===== src/ppmi_pkg.sv =====
package ppmi_pkg;
	localparam int PORT_W = 8;
	localparam logic [31:0] IDX_MASK = 32'h0000_0086;
	localparam logic [31:0] IDX_PATN = 32'h0000_0093;
	localparam logic [31:0] IDX_CTRL = 32'h0000_0094;
	localparam logic [31:0] OFS_MASK = IDX_MASK * 4;
	localparam logic [31:0] OFS_PATN = IDX_PATN * 4;
	localparam logic [31:0] OFS_CTRL = IDX_CTRL * 4;
	localparam logic [31:0] OFS_IEN = 32'h0000_0200;
	localparam logic [31:0] OFS_ISTAT = 32'h0000_0204;
	localparam logic [31:0] OFS_ICLR = 32'h0000_0208;
	localparam logic [31:0] OFS_IEN_STATUS = 32'h0000_020C;
	localparam logic [7:0] MASK_RST = 8'h00;
	localparam logic [7:0] PATN_RST = 8'hFF;
	localparam int CTRL_FLAG_BIT = 0;
	localparam int CTRL_POL_BIT = 1;
	localparam int IEN_MATCH_BIT = 0;
	localparam int IEN_GLOBAL_BIT = 1;
	localparam int HOLD_CYCLES = 6;
	localparam logic [1:0] HTRANS_NONSEQ = 2'h2;
	localparam logic [2:0] HSIZE_WORD = 3'h2;
endpackage


===== src/ppmi_bus_if.sv =====
`timescale 1ns/1ps
interface ppmi_bus_if;
	logic wr;
	logic [31:0] addr;
	logic [31:0] wdata;
	logic [31:0] rdata;
	modport master (output wr, output addr, output wdata, input rdata);
	modport slave (input wr, input addr, input wdata, output rdata);
endinterface


===== src/ppmi_regs.sv =====
`timescale 1ns/1ps
module ppmi_regs (
	input wire logic mclk,
	input wire logic rst,
	ppmi_bus_if.slave bus,
	input wire logic match_set,
	output logic [7:0] pin_trigger_mask_r,
	output logic [7:0] match_pattern_r,
	output logic match_polarity_select_r,
	output logic match_flag_r,
	output logic [1:0] irq_en_r
);
	// Events hold the bit until software writes zero to control or one to the clear register; a same-cycle set wins.
	always_ff @(posedge mclk or posedge rst) begin
		if (rst) begin
			pin_trigger_mask_r <= ppmi_pkg::MASK_RST;
			match_pattern_r <= ppmi_pkg::PATN_RST;
			match_polarity_select_r <= 1'b0;
			irq_en_r <= 2'h0;
		end else if (bus.wr) begin
			if (bus.addr == ppmi_pkg::OFS_MASK) pin_trigger_mask_r <= bus.wdata[7:0];
			if (bus.addr == ppmi_pkg::OFS_PATN) match_pattern_r <= bus.wdata[7:0];
			if (bus.addr == ppmi_pkg::OFS_CTRL) match_polarity_select_r <= bus.wdata[ppmi_pkg::CTRL_POL_BIT];
			if (bus.addr == ppmi_pkg::OFS_IEN) irq_en_r <= bus.wdata[1:0];
		end
	end
	always_ff @(posedge mclk or posedge rst) begin
		if (rst) begin
			match_flag_r <= 1'b0;
		end else if (match_set) begin
			match_flag_r <= 1'b1;
		end else if (bus.wr && bus.addr == ppmi_pkg::OFS_CTRL && !bus.wdata[ppmi_pkg::CTRL_FLAG_BIT]) begin
			match_flag_r <= 1'b0;
		end else if (bus.wr && bus.addr == ppmi_pkg::OFS_ICLR && bus.wdata[0]) begin
			match_flag_r <= 1'b0;
		end
	end
	always_comb begin
		case (bus.addr)
			ppmi_pkg::OFS_MASK: bus.rdata = {24'h000000, pin_trigger_mask_r};
			ppmi_pkg::OFS_PATN: bus.rdata = {24'h000000, match_pattern_r};
			ppmi_pkg::OFS_CTRL: bus.rdata = {30'h00000000, match_polarity_select_r, match_flag_r};
			ppmi_pkg::OFS_IEN: bus.rdata = {30'h00000000, irq_en_r};
			ppmi_pkg::OFS_ISTAT: bus.rdata = {31'h00000000, match_flag_r};
			default: bus.rdata = 32'h00000000;
		endcase
	end
endmodule


===== src/ppmi_top.sv =====
// The implementer's own choice: the AHB-Lite slave port.
`timescale 1ns/1ps
// Functional notes
// - A pin takes part in the match only when its mask bit is set.
// - The live port value is compared with the pattern register.
// - Polarity bit one selects equal as match, zero selects not equal.
// - The flag is set once the selected condition has held past the filter time while the function is active.
// - The flag is never cleared by hardware; software writes zero to clear it.
// - The interrupt is raised only while flag, match enable and global enable are all set.
// - The flag is set only after the condition has lasted more than six clocks.
// - The interrupt output also serves as wake request from idle and power down.
// - The pattern register is read and write over eight bits and resets to all ones.
// - The mask resets to zero so nothing matches before setup.
// - The mask acts only while the function is enabled.
// - Control holds polarity in bit one and flag in bit zero, both reset to zero.
module ppmi_top #(
	parameter int HOLD = ppmi_pkg::HOLD_CYCLES
) (
	input wire logic mclk,
	input wire logic rst,
	input wire logic hsel,
	input wire logic [31:0] haddr,
	input wire logic [1:0] htrans,
	input wire logic hwrite,
	input wire logic [2:0] hsize,
	input wire logic [31:0] hwdata,
	input wire logic hready,
	output logic [31:0] hrdata,
	output logic hreadyout,
	output logic hresp,
	input wire logic [7:0] watched_port_pin,
	output logic pattern_match_interrupt,
	output logic wake_request
);
	// ==========================================
	// Local types, widths and helpers

	// The hold counter must be able to reach HOLD and still have room to saturate.
	localparam int HOLD_W = $clog2(HOLD + 2);

	// Tracks which data phase the bus is in.
	// A read gets one wait cycle, so that a write whose data phase ends at its address edge lands first.
	typedef enum logic [1:0] {
		PPMI_BUS_IDLE,
		PPMI_BUS_WRITE,
		PPMI_BUS_RD_WAIT,
		PPMI_BUS_RD_DATA
	} ppmi_bus_st_t;

	// An address phase is taken only for a whole-word single transfer while the bus is ready.
	function automatic logic ppmi_take(
		input logic sel,
		input logic [1:0] trans,
		input logic [2:0] size,
		input logic rdy
	);
		ppmi_take = sel && trans == ppmi_pkg::HTRANS_NONSEQ && size == ppmi_pkg::HSIZE_WORD && rdy;
	endfunction

	// A pin agrees with the pattern when it is masked out or when its level equals the pattern bit.
	function automatic logic ppmi_pin_hit(
		input logic mask_bit,
		input logic pin_bit,
		input logic patn_bit
	);
		ppmi_pin_hit = !mask_bit || (pin_bit == patn_bit);
	endfunction

	// ==========================================
	// Declarations

	ppmi_bus_if bus ();
	ppmi_bus_st_t bus_st_r;
	ppmi_bus_st_t bus_st_nxt;
	logic take_wr;
	logic take_rd;
	logic [31:0] ph_addr_r;
	logic [7:0] mask;
	logic [7:0] patn;
	logic pol;
	logic flag;
	logic [1:0] ien;
	logic [7:0] pin_hit;
	logic all_equal;
	logic active;
	logic cond;
	logic [HOLD_W-1:0] hold_r;
	logic hold_done;
	logic match_set;

	// ==========================================
	// Bus slave: address phase decode

	assign take_wr = ppmi_take(hsel, htrans, hsize, hready) && hwrite;
	assign take_rd = ppmi_take(hsel, htrans, hsize, hready) && !hwrite;

	always_comb begin
		bus_st_nxt = bus_st_r;
		case (bus_st_r)
			PPMI_BUS_RD_WAIT: begin
				bus_st_nxt = PPMI_BUS_RD_DATA;
			end
			PPMI_BUS_IDLE, PPMI_BUS_WRITE, PPMI_BUS_RD_DATA: begin
				if (take_wr) begin
					bus_st_nxt = PPMI_BUS_WRITE;
				end else if (take_rd) begin
					bus_st_nxt = PPMI_BUS_RD_WAIT;
				end else if (hready) begin
					bus_st_nxt = PPMI_BUS_IDLE;
				end
			end
			default: begin
				bus_st_nxt = PPMI_BUS_IDLE;
			end
		endcase
	end

	always_ff @(posedge mclk or posedge rst) begin
		if (rst) begin
			bus_st_r <= PPMI_BUS_IDLE;
		end else begin
			bus_st_r <= bus_st_nxt;
		end
	end

	// The address of a taken phase stands through its whole data phase, wait cycle included.
	always_ff @(posedge mclk or posedge rst) begin
		if (rst) begin
			ph_addr_r <= 32'h00000000;
		end else if (take_wr || take_rd) begin
			ph_addr_r <= haddr;
		end
	end

	// ==========================================
	// Bus slave: data phase

	assign hreadyout = bus_st_r != PPMI_BUS_RD_WAIT;
	assign hresp = 1'h0;

	// A write commits at the edge that closes its data phase.
	assign bus.wr = bus_st_r == PPMI_BUS_WRITE && hready;
	assign bus.addr = ph_addr_r;
	assign bus.wdata = hwdata;

	// Read data is captured at the end of the wait cycle and stands until the next read.
	always_ff @(posedge mclk or posedge rst) begin
		if (rst) begin
			hrdata <= 32'h00000000;
		end else if (bus_st_r == PPMI_BUS_RD_WAIT) begin
			hrdata <= bus.rdata;
		end
	end

	// ==========================================
	// Register bank

	ppmi_regs u_regs (
		.mclk(mclk),
		.rst(rst),
		.bus(bus.slave),
		.match_set(match_set),
		.pin_trigger_mask_r(mask),
		.match_pattern_r(patn),
		.match_polarity_select_r(pol),
		.match_flag_r(flag),
		.irq_en_r(ien)
	);

	// ==========================================
	// Match detection

	// Each pin is judged on its own; a masked-out pin always agrees.
	generate
		for (genvar gi = 0; gi < 8; gi++) begin : g_pin
			assign pin_hit[gi] = ppmi_pin_hit(mask[gi], watched_port_pin[gi], patn[gi]);
		end
	endgenerate

	assign all_equal = &pin_hit;

	// The function counts as active while the match interrupt enable is set.
	assign active = ien[ppmi_pkg::IEN_MATCH_BIT];

	always_comb begin
		cond = 1'h0;
		if (active) begin
			if (pol) begin
				cond = all_equal;
			end else begin
				cond = !all_equal;
			end
		end
	end

	// ==========================================
	// Persistence filter

	// Counts cycles in which the condition has held; any drop restarts the count.
	always_ff @(posedge mclk or posedge rst) begin
		if (rst) begin
			hold_r <= '0;
		end else if (!cond) begin
			hold_r <= '0;
		end else if (!hold_done) begin
			hold_r <= hold_r + 1'h1;
		end
	end

	// The flag sets in the cycle after the condition has held more than HOLD cycles.
	assign hold_done = hold_r >= HOLD_W'(HOLD);
	assign match_set = cond && hold_done;

	// ==========================================
	// Interrupt

	assign pattern_match_interrupt = flag && ien[ppmi_pkg::IEN_MATCH_BIT] && ien[ppmi_pkg::IEN_GLOBAL_BIT];

	// The same level serves as wake request, so it needs no clock edge to be seen.
	assign wake_request = pattern_match_interrupt;
endmodule


===== config.mk =====
export PLATFORM = sky130hd
export DESIGN_NAME = ppmi_top
export DESIGN_NICKNAME = d
export VERILOG_FILES = /design/src/ppmi_pkg.sv /design/src/ppmi_bus_if.sv /design/src/ppmi_regs.sv /design/src/ppmi_top.sv
export SDC_FILE = /design/constraint.sdc
export NUM_CORES = 1
export LEC_CHECK = 0
export ABC_CLOCK_PERIOD_IN_PS = 2700
export BUFFER_PORTS_ARGS = -buffer_cell sky130_fd_sc_hd__buf_2
export CAP_MARGIN = 20
export CORE_MARGIN = 1.5
export CORE_UTILIZATION = 50
export DETAILED_ROUTE_END_ITERATION = 8
export PLACE_DENSITY_LB_ADDON = 0.3
export SETUP_SLACK_MARGIN = 0.2
export SYNTH_ARGS = -nofsm -noshare
export SYNTH_HDL_FRONTEND = slang
export SYNTH_SLANG_ARGS = --single-unit

===== constraint.sdc =====
create_clock -name mclk -period 2.7 [get_ports mclk]
set_clock_uncertainty 0.2 [all_clocks]
set_input_delay 0.54 -clock mclk [delete_from_list [all_inputs] [get_ports mclk]]
set_output_delay 0.54 -clock mclk [all_outputs]
set_load 0.005 [all_outputs]

==> results.yml, run 1 <==
yosys:
  synth_common_cells: "dfrtp_1 (57), mux2_2 (50), buf_4 (26)"
  mappedNetlistArea_um2: 3260
  synthTopCellsByArea: "dfrtp_1 (44%), mux2_2 (17%), dfstp_2 (6.5%)"
  ys.flop_type: "dfrtp_1"
  synth-compound-area-share: 0.0730
  ys_ff_latch: 65
  synth-adder-area-share: 0.00769
  yosysWarnings: 0
  synth_top_area_share: 0.438
  synth_xor_xnor_area_share: 0.0269
  yosys.cell_count.top_type: "dfrtp_1"
  synthMuxAreaShare: 0.173
  synth_top_family_by_area: "multiplexers"
  synth_edf_count: 0
  yosys.area.top_type: "dfrtp_1"
  yosysUniqueCellTypes: 49
  syn_avg_cell_area_um2: 12.2
  synthArstFlopShare: 1.00
  synth_seq_area_share: 0.503
  synth-simple-area-share: 0.125
  synth_cells: 267
floorplanning:
  io_pins: 118
  fp.dieW_um: 83.7
  fp.coreArea_um2: 6310
  row_count: 29
  dieArea_um2: 7000
  die_h_um: 83.7
  start_util: 0.516
finish:
  drive_above_1_share: 0.468
  nets: 425
  area_growth_pct: 16.1
  post-route-util: 0.598
  fin_area_um2: 3780
  diodes: 0
  finalNonFillerCells: 423
placed_design:
  port_buffers: 68
  place.gp.congestion: 0.754
  place_area_um2: 3580
  dpl.hpwl_mm: 4.31
  preCtsSetupSlack_ns: 0.223
  dp_cells: 405
critical_path:
  path_cells: "nor4_1, and4_1, nand4_4, nor3_4, mux2_2"
  cp-start-kind: "flip-flop"
  slowest_delay_ns: 0.47
  critPathKind: "flip-flop to flip-flop"
  slowest_stage: "nor3_4"
  path_max_fanout: 8
  cp.required_ns: 2.76
  cp_top_family: "simple AND/OR/NAND/NOR gates"
  cp.depth: 5
  worstPathBufferInverterCount: 0
  cp.arrival_ns: 2.39
  cp-end-kind: "flip-flop"
  r2r_cells: 5
global_route:
  antenna_found_initial: 0
  gr-usage-all-layers: 0.180
  grt_pass1_vias: 2195
  grt_max_degree: 39
  gr-total-overflow: 0
  grt_pass1_wl_mm: 9.91
timing:
  hold_viol_final: 0
  setup_violations: 0
  timing.fmax_mhz: 429
  relSlewSlack: 0.606
  rsz0062_at_grt: "false"
  tightestPinTransition_ns: 0.590
  whs_ns: 0.0537
  min_period_over_period: 0.863
  finalCriticalPeriod_ns: 2.33
  slew_viol_final: 0
  setup_slack_ns: 0.369
  tns_ns: 0
cts:
  clk_pin_slew_ns: 0.07
  cts_tree: "yes"
  cts_made_buffers: 9
  clock-root-buffer: "clkbuf_8"
  insertion_delay_ns: 0.34
  clock_path_buffers: 2
  cts_sinks: 65
  htreeDepth: 3
power:
  power_frac_clock: 0.355
  comb_power_share: 0.120
  power_mw: 2.11
  pwr-share-seq: 0.525
  p_leak_nw: 1.85
  p_per_area_nw_per_um2: 559
  ir_drop_v: 0.000420
  p_int_mw: 1.56
  sw_frac_of_total: 0.262
  power_switching_uw: 553
min_path:
  hp-class: "input pin to asynchronous set/reset pin"
route:
  vias: 2198
  first_pass_iters: 4
  ant_nets: 0
  wl_per_cell_um: 13.9
  totalWireLength_mm: 5.88
  drc: 0
  vias_per_cell: 5.20
  drt-initial-drc-count: 72
status:
  status: "complete, no violations"
flow_run:
  cap_viol_max_count: 0
[registers in the layout (all words and copies together) (netlist names)]
register	cells
bus.addr	32
hrdata	8
u_regs.match_pattern_r	8
u_regs.pin_trigger_mask_r	8
hold_r	3
bus_st_r	2
u_regs.irq_en_r	2
u_regs.match_flag_r	1
u_regs.match_polarity_select_r	1
[worst paths after layout]
| kind | start | endpoint | slack [ns] |
|---|---|---|---|
| worst max-delay path | bus.addr[26]$_DFFE_PP0P_ | u_regs.match_pattern_r[1]$_DFFE_PP1P_ | 0.37 |
| worst min-delay path | rst | u_regs.pin_trigger_mask_r[2]$_DFFE_PP0P_ | 0.05 |
| worst min register to register | hrdata[7]$_DFFE_PP0N_ | hrdata[7]$_DFFE_PP0N_ | 0.28 |
| max in group asynchronous | rst | bus.addr[28]$_DFFE_PP0P_ | 1.64 |
| worst max register to register | bus.addr[26]$_DFFE_PP0P_ | u_regs.match_pattern_r[1]$_DFFE_PP1P_ | 0.37 |
| min in group mclk | haddr[6] | bus.addr[6]$_DFFE_PP0P_ | 0.20 |
[cell type report]
| cell class | instances | area [um^2] |
|---|---|---|
| Clock buffer | 12 | 155 |
| Clock inverter | 4 | 27.5 |
| Fill cell | 551 | 2530 |
| Inverter | 7 | 26.3 |
| Multi-Input combinational cell | 183 | 1420 |
| Sequential cell | 65 | 1640 |
| Tap cell | 77 | 96.3 |
| Timing Repair Buffer | 75 | 418 |
[power groups by stage]
stage	logic (mW)	registers [mW]	clock network (mW)
after floorplan	0.228	1.10	0
after global placement	0.251	1.12	0
after detailed placement	0.258	1.13	0
after CTS	0.258	1.11	0.772
after global routing	0.285	1.12	0.812
final	0.254	1.11	0.751
[worst register-to-register path, stage by stage, from the launching register on]
cell,delay (ns)
dfrtp_1,0.38
nor4_1,0.35
and4_1,0.30
nand4_4,0.17
nor3_4,0.47
mux2_2,0.39
[what timing repair did]
| item | in CTS | in global routing |
|---|---|---|
| buffers inserted | 0 | 2 |
| hold buffers | 0 | 0 |
| setup endpoints to repair | 0 | 14 |
| resized for setup | 0 | 0 |
[logic make-up (layout without fill, tap and decap cells)]
group,Yosys count,in the layout
other,1,25
multiplexers,50,50
adder cells (fa/ha/maj),2,2
flip-flops,65,65
AND/OR/NAND/NOR,60,60
AO/OA/AOI/OAI,36,36
XOR/XNOR,10,10
buffers and inverters,43,98
[metal layers]
layer	GRT usage	vias up	share of wire
met3	0.0673	13	0.066
met4	0.0686	0	0.021
li1	-	1056	-
met1	0.222	1058	0.44
met2	0.287	71	0.47
met5	0	-	0
[layout by cell type (no fill, tap or decap), types with 3 or more instances in the layout]
cell	count
nor4_1	4
or3_1	3
a22oi_1	10
nor3b_1	4
o31ai_1	5
conb_1	25
inv_1	6
clkinvlp_4	3
buf_2	68
dfrtp_1	57
xor2_1	8
a21oi_1	3
mux2_2	50
buf_4	5
dfstp_2	8
nand2_1	14
nor3_4	3
nor3_1	6
nor2_1	6
o21ai_0	6
clkbuf_8	11
o21ai_1	6
Power figures use the tool's default switching activity.
==> run 2, diff against run 1 <==
--- a/config.mk
+++ b/config.mk
@@ -10,6 +10,7 @@
 export CAP_MARGIN = 20
 export CORE_MARGIN = 1.5
 export CORE_UTILIZATION = 50
+export CTS_BUF_LIST = sky130_fd_sc_hd__clkbuf_16
 export DETAILED_ROUTE_END_ITERATION = 8
 export PLACE_DENSITY_LB_ADDON = 0.3
 export SETUP_SLACK_MARGIN = 0.2
==> run 2 against run 1 <==
Critical path depth is the same. Setup slack gained 0.017 ns. Combinational power is essentially flat. Sequential share of layout area shrank 0.91 points. Fmax grew 0.72%. Utilization grew 1.3 points.
==> results.yml, run 2 (synthesis results as in run 1) <==
timing:
  slew_viol_final: 0
  setup_slack_ns: 0.386
  finalCriticalPeriod_ns: 2.31
  timing.fmax_mhz: 432
  min_period_over_period: 0.857
  tightestPinTransition_ns: 0.587
  setup_violations: 0
  rsz0062_at_grt: "false"
  relSlewSlack: 0.608
  hold_viol_final: 0
  whs_ns: 0.0790
  tns_ns: 0
placed_design:
  preCtsSetupSlack_ns: 0.223
  place_area_um2: 3580
  port_buffers: 68
  dpl.hpwl_mm: 4.31
  place.gp.congestion: 0.754
global_route:
  grt_pass1_vias: 2185
  antenna_found_initial: 0
  gr-usage-all-layers: 0.182
  grt_pass1_wl_mm: 9.99
  grt_max_degree: 39
  gr-total-overflow: 0
route:
  vias_per_cell: 5.18
  highest_layer: "met4"
  drt-initial-drc-count: 92
  ant_nets: 0
  dr_wl_met2_mm: 2.85
  wl_per_cell_um: 13.9
  wl_met3_um: 378
  totalWireLength_mm: 5.88
  drc: 0
  vias: 2193
  first_pass_iters: 4
  drt-met1-wl_mm: 2.60
floorplanning:
  dieArea_um2: 7000
  start_util: 0.516
  io_pins: 118
  fp.coreArea_um2: 6310
  row_count: 29
  die_h_um: 83.7
  fp.dieW_um: 83.7
finish:
  diodes: 0
  drive_above_1_share: 0.462
  area_growth_pct: 18.6
  nets: 425
  final_common_cell: "buf_2"
  mostFrequentLayoutCells: "buf_2 (68), dfrtp_1 (57), mux2_2 (50)"
  largest_register_ffs: 32
  n_fill_cell: 533
  fin_area_um2: 3860
critical_path:
  critPathKind: "flip-flop to flip-flop"
  slowest_stage: "nor3_4"
  path_cells: "nor4_1, and4_1, nand4_4, nor3_4, mux2_2"
  cp-start-kind: "flip-flop"
  cp-end-kind: "flip-flop"
  slowest_delay_ns: 0.47
  cp.arrival_ns: 2.36
  path_max_fanout: 8
  cp.required_ns: 2.75
cts:
  cts_sinks: 65
  htreeDepth: 3
  cts_tree: "yes"
  clock-root-buffer: "clkbuf_16"
  insertion_delay_ns: 0.32
  clk_pin_slew_ns: 0.05
  hold_buffers: 0
  cts_setup_buffers: 0
  cts_made_buffers: 9
  ctsResizeCount: 0
  clock_path_buffers: 2
status:
  status: "complete, no violations"
power:
  p_leak_nw: 1.89
  power_mw: 2.37
  ir_drop_v: 0.000563
  p_per_area_nw_per_um2: 615
min_path:
  hp-class: "input pin to asynchronous set/reset pin"
flow_run:
  cap_viol_max_count: 0
==> run 2: worst paths after layout <==
kind	end	slack (ns)	startpoint	cells after the start
max	u_regs.match_pattern_r[5]$_DFFE_PP1P_	0.39	bus.addr[26]$_DFFE_PP0P_	5
min	u_regs.pin_trigger_mask_r[2]$_DFFE_PP0P_	0.08	rst	2
max reg2reg	u_regs.match_pattern_r[5]$_DFFE_PP1P_	0.39	bus.addr[26]$_DFFE_PP0P_	5
min reg2reg	hrdata[7]$_DFFE_PP0N_	0.27	hrdata[7]$_DFFE_PP0N_	2
max in group asynchronous	bus.addr[28]$_DFFE_PP0P_	1.62	rst	3
min in group mclk	bus.addr[6]$_DFFE_PP0P_	0.22	haddr[6]	3
==> run 2: report_power, final <==
part / total, mW / internal (mW) / switching [mW]
logic: 0.254 / 0.133 / 0.121
clock network: 1.01 / 0.608 / 0.402
registers: 1.11 / 1.05 / 0.0630
total: 2.37 / 1.79 / 0.586
==> run 2: area by class of cell <==
cell class | count | area (um^2) | area share
clock buffer | 9 | 225 | 0.0583
timing repair buffer | 75 | 418 | 0.108
clock inverter | 7 | 38.8 | 0.0100
tap | 77 | 96.3 | 0.0250
sequential | 65 | 1640 | 0.424
inverter | 7 | 26.3 | 0.00681
multi-input combinational | 183 | 1420 | 0.368
==> run 2: routing by layer <==
layer	global-route usage	up-vias
met2	0.294	65
met4	0.0671	0
li1	-	1060
met5	0	-
met1	0.224	1061
met3	0.0673	7
==> run 2: through the flow <==
stage           util  cells
2_1_floorplan      -    291
3_3_place_gp   0.567    405
5_1_grt        0.611    423
3_5_place_dp   0.567    405
6_report       0.611    423
4_1_cts        0.609    421
==> run 2: critical path, delay by kind of cell (launching register included) <==
| family | cells | cell delay [ns] |
|---|---|---|
| AND/OR/NAND/NOR | 4 | 1.28 |
| flip-flops | 1 | 0.37 |
| multiplexers | 1 | 0.39 |
